$ cat src/design/asc_pkg.sv
// Purpose: Shared constants and carriers for the static memory controller
// Assumes: 100 MHz clock, 10 ns period
// Notes:   Times in ps, cycle counts derived from them
package asc_pkg;
    localparam int ADDR_W = 17;
    localparam int DATA_W = 8;
    localparam int DEPTH  = 131072;
    localparam int CLK_PS = 10000;

    localparam int READ_PERIOD_MIN_PS          = 10000;
    localparam int ADDR_TO_DATA_DELAY_PS       = 10000;
    localparam int UNDRIVE_TO_FLOAT_DELAY_PS   = 5000;
    localparam int DESELECT_TO_FLOAT_DELAY_PS  = 5000;
    localparam int STROBE_TO_FLOAT_DELAY_PS    = 5000;
    localparam int WRITE_PERIOD_MIN_PS         = 10000;
    localparam int SELECT_BEFORE_WRITE_END_PS  = 7000;
    localparam int ADDR_BEFORE_WRITE_END_PS    = 7000;
    localparam int DATA_BEFORE_WRITE_END_PS    = 5000;
    localparam int WRITE_PULSE_MIN_PS          = 7000;

    function automatic int min_cycles(input int ps);
        int c;
        c = (ps + CLK_PS - 1) / CLK_PS;
        return (c < 1) ? 1 : c;
    endfunction

    localparam int READ_CYC  = min_cycles(ADDR_TO_DATA_DELAY_PS + 0) + 1;
    localparam int FLOAT_CYC = min_cycles(UNDRIVE_TO_FLOAT_DELAY_PS);
    localparam int WP_CYC    = min_cycles(WRITE_PULSE_MIN_PS);
    localparam int WR_CYC    = (WP_CYC > min_cycles(WRITE_PERIOD_MIN_PS)) ? WP_CYC
                             : min_cycles(WRITE_PERIOD_MIN_PS);
    localparam int CNT_W     = 4;

    typedef struct packed {
        logic              write;
        logic [ADDR_W-1:0] addr;
        logic [DATA_W-1:0] wdata;
    } asc_req_t;

    typedef struct packed {
        logic              ce_n;
        logic              we_n;
        logic              oe_n;
        logic [ADDR_W-1:0] addr;
    } asc_pins_t;
endpackage

$ cat src/design/asc_ctrl.sv
// Purpose: Controller driving an asynchronous 128K x 8 static memory
// Assumes: Memory pins wired directly; data pin split into in/out/enable
// Notes:   One request at a time; REQ_READY high only in idle
`timescale 1ns/10ps
module asc_ctrl
    import asc_pkg::*;
(
    input  wire logic              CLK,
    input  wire logic              RST_N,
    input  wire logic              REQ_VALID,
    output logic                   REQ_READY,
    input  wire asc_req_t          REQ,
    output logic                   RD_VALID,
    output logic [DATA_W-1:0]      RD_DATA,
    output asc_pins_t              MEM,
    input  wire logic [DATA_W-1:0] MEM_DQ_IN,
    output logic [DATA_W-1:0]      MEM_DQ_OUT,
    output logic                   MEM_DQ_OE
);
    // Sequencer states, one access at a time
    typedef enum logic [2:0] {
        S_IDLE,
        S_RSET,
        S_READ,
        S_RFLT,
        S_WSET,
        S_WSTB,
        S_WEND
    } asc_st_t;

    asc_st_t           st_q, st_d;
    logic [CNT_W-1:0]  cnt_q, cnt_d;
    asc_pins_t         pin_q, pin_d;
    logic [DATA_W-1:0] wd_q, wd_d, rd_q, rd_d;
    logic              oe_q, oe_d, rv_q, rv_d;
    logic [DATA_W-1:0] dq_s1_q, dq_s2_q;

    // Pin input synchroniser
    always_ff @(posedge CLK or negedge RST_N) begin
        if (!RST_N) begin
            dq_s1_q <= 8'h00;
            dq_s2_q <= 8'h00;
        end else begin
            dq_s1_q <= MEM_DQ_IN;
            dq_s2_q <= dq_s1_q;
        end
    end

    always_comb begin
        st_d  = st_q;
        cnt_d = cnt_q;
        pin_d = pin_q;
        wd_d  = wd_q;
        rd_d  = rd_q;
        oe_d  = oe_q;
        rv_d  = 1'b0;
        unique case (st_q)
            S_IDLE: begin
                pin_d.ce_n = 1'b1;
                pin_d.we_n = 1'b1;
                pin_d.oe_n = 1'b1;
                oe_d       = 1'b0;
                if (REQ_VALID) begin
                    pin_d.addr = REQ.addr;
                    wd_d       = REQ.wdata;
                    cnt_d      = '0;
                    st_d       = REQ.write ? S_WSET : S_RSET;
                end
            end
            S_RSET: begin
                // Address settled one cycle before select falls
                pin_d.ce_n = 1'b0;
                pin_d.oe_n = 1'b0;
                pin_d.we_n = 1'b1;
                st_d       = S_READ;
            end
            S_READ: begin
                // Wait access time plus two sync stages
                cnt_d = cnt_q + 1'b1;
                if (cnt_q == CNT_W'(READ_CYC + 1)) begin
                    rd_d       = dq_s2_q;
                    rv_d       = 1'b1;
                    pin_d.ce_n = 1'b1;
                    pin_d.oe_n = 1'b1;
                    cnt_d      = '0;
                    st_d       = S_RFLT;
                end
            end
            S_RFLT: begin
                // Let the memory float before next access
                cnt_d = cnt_q + 1'b1;
                if (cnt_q == CNT_W'(FLOAT_CYC - 1)) begin
                    st_d = S_IDLE;
                end
            end
            S_WSET: begin
                pin_d.ce_n = 1'b0;
                pin_d.we_n = 1'b0;
                pin_d.oe_n = 1'b1;
                cnt_d      = '0;
                st_d       = S_WSTB;
            end
            S_WSTB: begin
                // Drive data only after strobe has floated the memory
                cnt_d = cnt_q + 1'b1;
                if (cnt_q == CNT_W'(min_cycles(STROBE_TO_FLOAT_DELAY_PS) - 1)) begin
                    oe_d = 1'b1;
                end
                if (cnt_q == CNT_W'(WR_CYC + min_cycles(DATA_BEFORE_WRITE_END_PS) - 1)) begin
                    // Strobe rises first, ending the write
                    pin_d.we_n = 1'b1;
                    st_d       = S_WEND;
                end
            end
            S_WEND: begin
                // Hold address and data one cycle past the end
                pin_d.ce_n = 1'b1;
                oe_d       = 1'b0;
                st_d       = S_IDLE;
            end
            default: st_d = S_IDLE;
        endcase
    end

    always_ff @(posedge CLK or negedge RST_N) begin
        if (!RST_N) begin
            st_q  <= S_IDLE;
            cnt_q <= '0;
            pin_q <= '{ce_n: 1'b1, we_n: 1'b1, oe_n: 1'b1, addr: 17'h00000};
            wd_q  <= 8'h00;
            rd_q  <= 8'h00;
            oe_q  <= 1'b0;
            rv_q  <= 1'b0;
        end else begin
            st_q  <= st_d;
            cnt_q <= cnt_d;
            pin_q <= pin_d;
            wd_q  <= wd_d;
            rd_q  <= rd_d;
            oe_q  <= oe_d;
            rv_q  <= rv_d;
        end
    end

    assign REQ_READY  = (st_q == S_IDLE);
    assign RD_VALID   = rv_q;
    assign RD_DATA    = rd_q;
    assign MEM        = pin_q;
    assign MEM_DQ_OUT = wd_q;
    assign MEM_DQ_OE  = oe_q;
endmodule

$ cat config.mk
export PLATFORM = sky130hd
export DESIGN_NAME = asc_ctrl
export DESIGN_NICKNAME = d
export VERILOG_FILES = /design/src/design/asc_pkg.sv /design/src/design/asc_ctrl.sv
export SDC_FILE = /design/constraint.sdc
export NUM_CORES = 1
export LEC_CHECK = 0
export ABC_CLOCK_PERIOD_IN_PS = 1600
export BUFFER_PORTS_ARGS = -buffer_cell sky130_fd_sc_hd__clkbuf_2
export CORE_ASPECT_RATIO = 2
export CORE_MARGIN = 8
export CORE_UTILIZATION = 49
export DETAILED_ROUTE_END_ITERATION = 8
export PLACE_DENSITY = 0.77
export SYNTH_ARGS = -nofsm -noshare
export SYNTH_HDL_FRONTEND = slang
export SYNTH_SLANG_ARGS = --single-unit
$ cat constraint.sdc
create_clock -name CLK -period 1.6 [get_ports CLK]
set_input_delay 0.24 -clock CLK [delete_from_list [all_inputs] [get_ports CLK]]
set_output_delay 0.24 -clock CLK [all_outputs]
set_load 0.005 [all_outputs]
## Word-level counts from Yosys, hierarchy flattened

Cells that the tools add are included.

| storage, ports and cells | value |
|---|---|
| output and inout port bits | 39 |
| register bits after elaboration | 61 |

| cells by class | value |
|---|---|
| muxes and demuxes | 18 |
| eq/ne operators | 13 |
| reductions and logical operators | 20 |
| add/subtract/negate cells | 1 |

Operators by type and width:

| kind | number |
|---|---|
| $pmux W3 S6 | 1 |
| $pmux W4 S4 | 1 |
| $mux W3 | 5 |
| $reduce_and A2 Y1 | 7 |
| $ne A2 B2 Y1 const B | 5 |
| $reduce_or A2 Y1 | 5 |
| $eq A3 B3 Y1 const B | 3 |
| $pmux W1 S3 | 3 |
| $reduce_bool A3 Y1 | 3 |
| $mux W4 | 2 |
| $eq A3 B2 Y1 const B | 2 |
| $mux W1 | 5 |
| $add A4 B1 Y4 const B | 1 |
| $eq A4 B1 Y1 const B | 1 |
| $eq A4 B2 Y1 const B | 1 |
| $logic_not A4 Y1 | 1 |
| $reduce_and A4 Y1 | 1 |
| $reduce_bool A4 Y1 | 1 |
| $eq A3 B1 Y1 const B | 1 |
| $logic_not A3 Y1 | 1 |
| $pmux W1 S2 | 1 |
| $reduce_bool A2 Y1 | 1 |

## Longest topological paths before layout

Gate-level depths: netlist of run 1.

| logic depth | value |
|---|---|
| depth after elaboration | 4 |
| depth in mapped cells | 5 |
| depth with buffers taken out | 5 |

## Worst setup path before layout of run 1

No wires, ideal clock.

| path | value |
|---|---|
| path type | flip-flop to flip-flop |
| start point | register st_q[1] |
| end point | register pin_q, in the netlist MEM[0] |
| library setup time | 0.125 ns |
| cell stages (with the launch flop) | 6 |
| data arrival time | 1.375 ns |
| setup slack | 0.100 ns |
| buffers on the path | 2 |
| path through | dfrtp_1 -> nor3_2 -> and2_1 -> buf_6 -> buf_12 -> mux2_4 |

| on the way | value |
|---|---|
| longest elaborated chain between the ends | 2 |

RTL lines:

| item | RTL line | text |
|---|---|---|
| start: declaration | asc_ctrl.sv:31 | `asc_st_t st_q, st_d;` |
| start signal: assignment | asc_ctrl.sv:135 | `st_q <= st_d;` |
| $logic_not A3 Y1 | n/a |  |
| named net REQ_READY | asc_ctrl.sv:11 | `output logic REQ_READY,` |
| $reduce_and A2 Y1 (no line) | n/a |  |
| end signal: assignment | asc_ctrl.sv:129 | `pin_q <= '{ce_n: 1'b1, we_n: 1'b1, oe_n: 1'b1, addr: 17'h00000};` |
| end signal: assignment | asc_ctrl.sv:137 | `pin_q <= pin_d;` |
| end: declaration | asc_ctrl.sv:33 | `asc_pins_t pin_q, pin_d;` |

The timed path passes the listed nets, and every way through them passes these cells.
A chain may end at the register's enable or synchronous reset.

## Worst setup path after layout of run 1

| path | value |
|---|---|
| start point | register cnt_q[1] |
| end point | register rd_q[3], in the netlist RD_DATA[3] |

| on the way | value |
|---|---|
| longest elaborated chain between the ends | 2 |

RTL lines:

| item | RTL line | text |
|---|---|---|
| start: declaration | asc_ctrl.sv:32 | `logic [CNT_W-1:0] cnt_q, cnt_d;` |
| start signal: assignment | asc_ctrl.sv:136 | `cnt_q <= cnt_d;` |
| $eq A4 B2 Y1 | asc_ctrl.sv:80 | `if (cnt_q == CNT_W'(READ_CYC + 1)) begin` |
| $reduce_and A2 Y1 (no line) | n/a |  |
| end signal: assignment | asc_ctrl.sv:139 | `rd_q <= rd_d;` |
| end: declaration | asc_ctrl.sv:34 | `logic [DATA_W-1:0] wd_q, wd_d, rd_q, rd_d;` |

Every way passes these cells.

==> results of run 1 <==
## cells in the mapped netlist (all sizes together)
cell	number
nor3	2
nor2	5
buf	5
dfstp	3
nand3	1
ha	3
a31oi	1
nor4b	1
and3	1
a21bo	1
clkbuf	1
nor2b	4
mux2	33
o2bb2ai	2
xnor2	1
and2	2
dfrtp	58
inv	7
a21oi	8
a32o	1
o21ai	8
o21bai	1
a21o	1
o22a	1
nand2b	2
o211a	1
nand2	5
## cell usage in the layout (no fill, tap or decap), types with 6 or more instances in the layout
master / count
clkbuf_8: 10
mux2_4: 20
a21oi_1: 7
mux2_2: 13
dlygate4sd3_1: 9
inv_1: 7
o21ai_0: 8
buf_4: 6
clkbuf_2: 75
dfrtp_1: 58
## power groups by stage
stage | combinational [mW] | clock (mW) | sequential, mW
after floorplan | 1.37 | 0 | 2.52
after global placement | 2.24 | 0 | 2.50
after detailed placement | 2.31 | 0 | 2.51
after CTS | 2.33 | 1.51 | 2.51
after global routing | 2.60 | 1.59 | 2.59
final | 2.34 | 1.49 | 2.52
## worst paths after layout
kind                       cells past startpoint                  from                endpoint  slack (ns)
max                                            4  cnt_q[1]$_DFFE_PN0P_  RD_DATA[3]$_DFFE_PN0P_        0.08
min                                            2               REQ[22]     MEM[14]$_DFFE_PN0P_        0.12
max reg2reg                                    4  cnt_q[1]$_DFFE_PN0P_  RD_DATA[3]$_DFFE_PN0P_        0.08
min reg2reg                                    0  dq_s1_q[0]$_DFF_PN0_    dq_s2_q[0]$_DFF_PN0_        0.35
max in group asynchronous                      3                 RST_N     MEM[17]$_DFFE_PN1P_        0.85
min in group asynchronous                      3                 RST_N      MEM[9]$_DFFE_PN0P_        0.43
## critical path: stages, from the launching register on
cell	delay [ns]
dfrtp_1	0.38
ha_1	0.24
nor4b_4	0.33
nand2_4	0.16
mux2_2	0.30
## cells by family after synthesis
group | after synthesis | synth area share [%]
compound gates | 25 | 6.56
xor+xnor | 1 | 0.364
fa+ha+maj | 3 | 1.56
buf+inv | 13 | 3.80
flops | 61 | 63.7
mux | 33 | 18.6
simple gates | 23 | 5.47
## through the flow
stage	hold WS (ns)	utilization [%]	instance area [um^2]
floorplan	-0.0556	-	2400
global placement	0.269	59.6	2870
detailed placement	0.272	59.6	2870
CTS	0.00156	65.7	3160
global route	0.105	66.4	3200
finish	0.123	66.4	3200
## timing repair
item	CTS	global route
setup endpoints to repair	0	12
hold endpoints to repair	65	1
resized for setup	0	5
hold buffers	8	1
## registers in the layout (all words and copies together), names as in the netlist, 3 cells and up
register and count:
MEM 20, dq_s1_q 8, cnt_q 4, RD_DATA 8, dq_s2_q 8, MEM_DQ_OUT 8, st_q 3
## cell type report
type	count	area [um^2]
flip-flops and latches	61	1530
well taps	57	71.3
repair buffers	92	551
inverters	7	26.3
clock inverters	4	72.6
fillers	354	1620
clock buffers	11	141
multi-input cells	85	808
## layer usage
metal / part of all wire (%) / GRT usage, % / routed length, um
met5: 0 / 0 / 0
met4: 2.8 / 7.77 / 144
met3: 5.5 / 7.02 / 289
met2: 54 / 26.7 / 2800
met1: 38 / 15.3 / 1970
==> flow_metrics.tcl, run 1 <==
set metrics [dict create \
    max_freq_mhz 656 \
    setup_viol 0 \
    drv_slew 0 \
    p_int_mw 4.40 \
    drive_above_1_share_pct 53.8 \
    p_clk_share_pct 23.4 \
    clk_latency_ns 0.35 \
    die_w_um 65.5 \
    p_sw_share_pct 30.7 \
    status "finished clean" \
    synthesis.instances 159 \
    via_count 1583 \
    grt_pass1_wl_mm 8.74 \
    post-cts-setup-buffers 0 \
    fp.coreArea_um2 4820 \
    grt_pass1_vias 1815 \
    drt_iter0_drc 60 \
    finalWirelength_mm 5.21 \
    ys_types 32 \
    wl_per_cell_um 16.4 \
    fp.dieH_um 115 \
    worstMarginPinSlew_ns 0.322 \
    syn-num-nets 199 \
    layout_setup_ws_ns 0.0764 \
    clkSlewWorstSetupHoldPaths_ns 0.07 \
    cp.arrival_ns 1.75 \
    fin_tns_setup_ns 0 \
    io_pins 76 \
    fin_cells 317 \
    max-cap-violations 0 \
    syn_area_per_cell_um2 15.1 \
    numCtsBuffers 9 \
    routabilityCongestion 0.899 \
    fin_crit_ns 1.52 \
    seq_area_frac_synth_pct 63.7 \
    vias_per_cell 4.99 \
    gr-total-overflow 0 \
    grt_max_degree 62 \
    netlist.area_leader.share_pct 60.4 \
    synth_area_um2 2400 \
    finalClockSkew_ns 0.00492 \
    dp.cells 293 \
    nets 296 \
    yosys-top-cells-area "dfrtp_1 (60%), mux2_4 (12%), mux2_2 (6.1%)" \
    ir_worst_vdd_v 0.00118 \
    p_seq_share_pct 39.7 \
    place_ws_ns 0.0651 \
    cp.required_ns 1.83 \
    antenna_cells 0 \
    fin_crit_sh_pct 95.2 \
    cts_root_buf "clkbuf_8" \
    rsz0062_at_grt "no" \
    synth-seq-cells 61 \
    finalPower_mw 6.34 \
    ant_nets 0 \
    drc 0 \
    track_usage_pct 15.6 \
    clock_sinks 61 \
    min_path_type "in -> reg" \
    dr.pass1.iters 4 \
    dp_hpwl_mm 3.70 \
    antenna_found_initial 0 \
    p_sw_mw 1.95 \
    cellPowerDensity_nw_per_um2 1980 \
    critPathCaptureType "flop" \
    start_kind "flop" \
    cts_tree "built" \
    relSlewSlack_pct 78.4 \
    die-area_um2 7540 \
    clk_path_buf_depth 2 \
    rows 36 \
    start_util_pct 49.9 \
    yosysWarningCount 0 \
    hold_viol 0 \
    path_class "reg -> reg" \
    htree_num_levels 3 \
    synth_top_cell_by_area "dfrtp_1" \
    syn_to_final_growth_pct 33.2 \
    leakagePower_nw 1.61 \
    io_buffers 75 \
    critPathMaxFanout 9 \
    comb_power_share_pct 36.9 \
]
No activity file was read; power rests on OpenSTA's default activity.
==> run 2, diff against run 1 <==
Settings changed: SETUP_SLACK_MARGIN set to 0.2.
==> run 2 against run 1 <==
Effect of this change:
- die area unchanged
- combinational power increased by 13%
- critical path type unchanged
- cell area increased by 1.3%
- worst setup slack improved by 0.048 ns
- global-route usage decreased by 0.16 points
- flip-flop and latch count unchanged
- power increased by 0.57%
- first-iteration DRC count decreased by 27%
- via count increased by 0.57%
- fmax increased by 3.2%
==> flow_metrics.tcl, run 2 (synthesis gave the netlist of run 1 again) <==
set metrics [dict create \
    cpMaxStageDelayCell "dfrtp_1" \
    numCtsBuffers 9 \
    clk_path_buf_depth 2 \
    via_count 1592 \
    nets 297 \
    critical_path.max_stage_delay_ns 0.40 \
    leakagePower_nw 1.64 \
    cellPowerDensity_nw_per_um2 1970 \
    grt_max_degree 33 \
    io_pins 76 \
    p_sw_mw 2.05 \
    rsz0062_at_grt "yes" \
    p_seq_share_pct 39.7 \
    largest_register_ffs 20 \
    cts_root_buf "clkbuf_8" \
    fp.dieH_um 115 \
    antenna_found_initial 0 \
    clk_latency_ns 0.33 \
    status "finished clean" \
    crit_buf_inv 1 \
    grt_pass1_wl_mm 8.78 \
    hold_viol 0 \
    drt_iter0_drc 44 \
    drc 0 \
    cp.arrival_ns 1.69 \
    fin_tns_setup_ns 0 \
    gr-total-overflow 0 \
    p_int_mw 4.34 \
    max-cap-violations 0 \
    p_clk_share_pct 18.7 \
    drv_slew 0 \
    cp_top_family "simple AND/OR/NAND/NOR gates" \
    relSlewSlack_pct 71.4 \
    grt_pass1_vias 1880 \
    setup_viol 0 \
    io_buffers 75 \
    worstMarginPinSlew_ns 0.429 \
    die-area_um2 7540 \
    final_cell_mix "clkbuf_2 (74), dfrtp_1 (58), mux2_4 (26), clkbuf_8 (11), buf_4 (11)" \
    finalWirelength_mm 5.41 \
    rows 36 \
    fin_crit_ns 1.48 \
    p_sw_share_pct 32.1 \
    path_class "reg -> reg" \
    syn_to_final_growth_pct 34.9 \
    fp.coreArea_um2 4820 \
    min_path_type "in -> reg" \
    wl_per_cell_um 17.0 \
    htree_num_levels 3 \
    ir_worst_vdd_v 0.00127 \
    clock_sinks 61 \
    critPathCaptureType "flop" \
    die_w_um 65.5 \
    antenna_cells 0 \
    dr.pass1.iters 4 \
    drive_above_1_share_pct 57.9 \
    cts_tree "built" \
    routabilityCongestion 0.827 \
    finalClockSkew_ns 0.0137 \
    comb_power_share_pct 41.6 \
    vias_per_cell 5.01 \
    cp.required_ns 1.81 \
    start_kind "flop" \
    final_common_cell "clkbuf_2" \
    finalPower_mw 6.38 \
    hold_ws_ns 0.0163 \
    fin_crit_sh_pct 92.3 \
    critPathMaxFanout 12 \
    path_cells "nor3_2, and2_4, buf_16, mux2_4" \
    ant_nets 0 \
    track_usage_pct 15.4 \
    max_freq_mhz 678 \
    clkSlewWorstSetupHoldPaths_ns 0.06 \
    dp_hpwl_mm 3.94 \
    start_util_pct 49.9 \
]
run 2: final timing paths:
kind	to	slack, ns	cells past startpoint	start
setup reg to reg	MEM[13]$_DFFE_PN0P_	0.12	4	st_q[2]$_DFFE_PN0P_
hold / removal	dq_s1_q[6]$_DFF_PN0_	0.02	1	MEM_DQ_IN[6]
setup / recovery	MEM[13]$_DFFE_PN0P_	0.12	4	st_q[2]$_DFFE_PN0P_
min in group asynchronous	MEM_DQ_OUT[7]$_DFFE_PN0P_	0.38	2	RST_N
max in group asynchronous	RD_DATA[4]$_DFFE_PN0P_	0.67	3	RST_N
hold reg to reg	dq_s2_q[5]$_DFF_PN0_	0.35	0	dq_s1_q[5]$_DFF_PN0_
run 2: metal layers:
layer / GRT usage [%] / vias up / wire length [um]
met5: 0 / - / 0
met4: 7.48 / 0 / 127
met3: 4.68 / 12 / 345
met2: 28.8 / 66 / 3050
met1: 14.4 / 770 / 1890
li1: - / 744 / -
run 2: final cells by class:
cell class	instances	area [um^2]
inverters	7	26.3
fillers	335	1580
repair buffers	92	579
multi-input cells	86	860
well taps	57	71.3
clock inverters	3	21.3
clock buffers	12	155
flip-flops and latches	61	1530
run 2: power groups by stage:
stage / logic, mW / registers (mW) / clock network (mW)
after CTS: 2.65 / 2.54 / 1.21
after global placement: 2.25 / 2.49 / 0
after global routing: 2.87 / 2.61 / 1.28
after detailed placement: 2.33 / 2.52 / 0
final: 2.65 / 2.54 / 1.19
after floorplan: 1.37 / 2.52 / 0
run 2: what timing repair did:
item | 4_1_cts | 5_1_grt
pin swaps | 4 | 2
hold buffers | 1 | 1
hold endpoints to repair | 11 | 1
endpoints found under the setup margin | 38 | 42
cloned | 3 | 0
setup buffers | 4 | 0
gates resized for setup | 17 | 3
run 2: worst reg2reg max path: cells and delay by family, from the launching register on:
kind / cells / cell delay [ns]
simple gates: 2 / 0.49
flops: 1 / 0.40
mux: 1 / 0.31
buf+inv: 1 / 0.17
run 2: per-stage QoR:
step	utilization, %	area (um^2)	setup WS (ns)	cells
after floorplan	-	2400	0.133	159
after global placement	59.7	2880	0.0642	294
after detailed placement	59.7	2880	0.0225	294
after CTS	66.8	3220	0.117	317
after global routing	67.3	3240	0.0467	318
final	67.3	3240	0.124	318
==> run 3, diff against run 2 <==
Settings changed: MAX_ROUTING_LAYER set to met4, PLACE_DENSITY 0.77 to 0.78.
==> run 3 against run 2 <==
Effect of this change:
- count of clock-buffer cells in the layout is 1 lower
- clock power up 19%
- combinational power grew 3%
- sequential share of layout area decreased by 1.4 points
- critical path type unchanged
==> flow_metrics.tcl, run 3 (synthesis gave the netlist of run 1 again) <==
set metrics [dict create \
    clk_path_buf_depth 2 \
    track_usage_pct 16.3 \
    io_pins 76 \
    rsz0062_at_grt "yes" \
    path_class "reg -> reg" \
    ir_worst_vdd_v 0.00121 \
    grt_pass1_wl_mm 9.06 \
    critical_path.max_stage_delay_ns 0.41 \
    status "finished clean" \
    antenna_found_initial 0 \
    numCtsBuffers 9 \
    final_cell_mix "clkbuf_2 (74), dfrtp_1 (57), mux2_4 (25), buf_4 (11), clkbuf_8 (9)" \
    fp.coreArea_um2 4820 \
    min_path_type "in -> reg" \
    via_count 1632 \
    fin_crit_ns 1.45 \
    setup_viol 0 \
    rows 36 \
    die_w_um 65.5 \
    start_util_pct 49.9 \
    io_buffers 75 \
    clock_sinks 61 \
    finalClockSkew_ns 0.00527 \
    layout_setup_ws_ns 0.155 \
    critPathMaxFanout 6 \
    wl_per_cell_um 16.7 \
    route.layer.met1.wl_mm 2.00 \
    grt_pass1_vias 1877 \
    drt_iter0_drc 114 \
    leakagePower_nw 1.68 \
    max_freq_mhz 692 \
    cp.arrival_ns 1.65 \
    finalPower_mw 6.69 \
    drive_above_1_share_pct 58.6 \
    cp_top_family "simple AND/OR/NAND/NOR gates" \
    drv_slew 0 \
    nets 301 \
    place_ws_ns -0.0206 \
    path_cells "nor3_4, and2_4, clkbuf_16, mux2_4" \
    vias_per_cell 5.05 \
    critPathCaptureType "flop" \
    start_kind "flop" \
    wl_met3_um 262 \
    dr_wl_met2_mm 3.01 \
    max-cap-violations 0 \
    final_common_cell "clkbuf_2" \
    cellPowerDensity_nw_per_um2 2000 \
    worstMarginPinSlew_ns 0.315 \
    gr-total-overflow 0 \
    ff2ff_setup_slack_ns 0.15 \
    htree_num_levels 3 \
    dr.pass1.iters 4 \
    grt_max_degree 62 \
    cp.required_ns 1.80 \
    cts_root_buf "clkbuf_8" \
    cpMaxStageDelayCell "dfrtp_1" \
    drc 0 \
    largest_register_ffs 20 \
    fp.dieH_um 115 \
    cts_tree "built" \
    fin_crit_sh_pct 90.3 \
    crit_buf_inv 1 \
    hold_viol 0 \
    antenna_cells 0 \
    clkSlewWorstSetupHoldPaths_ns 0.06 \
    clk_latency_ns 0.32 \
    dp_hpwl_mm 3.72 \
    ant_nets 0 \
    routabilityCongestion 0.806 \
    syn_to_final_growth_pct 39.2 \
    top_layer "met4" \
    finalWirelength_mm 5.41 \
    finish.utilization_pct 69.4 \
    relSlewSlack_pct 79.0 \
    hold_ws_ns 0.0259 \
    die-area_um2 7540 \
]
[run 3: metrics by stage]
step                cell area (um^2)  setup TNS, ns  cells
floorplan                       2400              0    159
global placement                2860         -0.161    292
detailed placement              2860         -0.132    292
CTS                             3260              0    320
global route                    3350              0    323
finish                          3350              0    323
[run 3: what timing repair did]
item                                   in CTS  in global routing
endpoints found under the hold margin      62                  0
pin swaps                                   3                  2
gates resized for setup                    13                 16
hold buffers                                5                  0
cloned                                      2                  1
buffers inserted                            5                  2
setup endpoints to repair                  38                 42
[run 3: final cells by class]
cell class                      count  area (um^2)
Sequential cell                    61         1530
Clock inverter                      5         75.1
Timing Repair Buffer               96          618
Clock buffer                       11          131
Multi-Input combinational cell     86          892
Fill cell                         331         1470
Tap cell                           57         71.3
Inverter                            7         26.3
[run 3: where the power goes]
group	switching (mW)	total [mW]	internal [mW]
logic	1.12	2.73	1.61
registers	0.389	2.54	2.15
clock network	0.549	1.42	0.870
[run 3: path summary, 6_finish.rpt]
check | startpoint | cells past startpoint | endpoint
min | MEM_DQ_IN[2] | 1 | dq_s1_q[2]$_DFF_PN0_
min reg2reg | dq_s1_q[4]$_DFF_PN0_ | 0 | dq_s2_q[4]$_DFF_PN0_
min in group asynchronous | RST_N | 3 | MEM_DQ_OUT[7]$_DFFE_PN0P_
max in group asynchronous | RST_N | 3 | MEM[18]$_DFFE_PN1P_
max reg2reg | st_q[2]$_DFFE_PN0P_ | 4 | MEM[16]$_DFFE_PN0P_
max | st_q[2]$_DFFE_PN0P_ | 4 | MEM[16]$_DFFE_PN0P_
[run 3: worst register-to-register path, delay by kind of cell (launching register included)]
family | cells | cell delay [ns]
flip-flops | 1 | 0.41
buffers and inverters | 1 | 0.18
multiplexers | 1 | 0.30
AND/OR/NAND/NOR | 2 | 0.44
[run 3: per-layer routing]
metal	GRT usage (%)	vias up
met5	-	-
met4	9.38	0
met3	5.27	12
met2	27.2	63
met1	16.0	806
li1	-	751
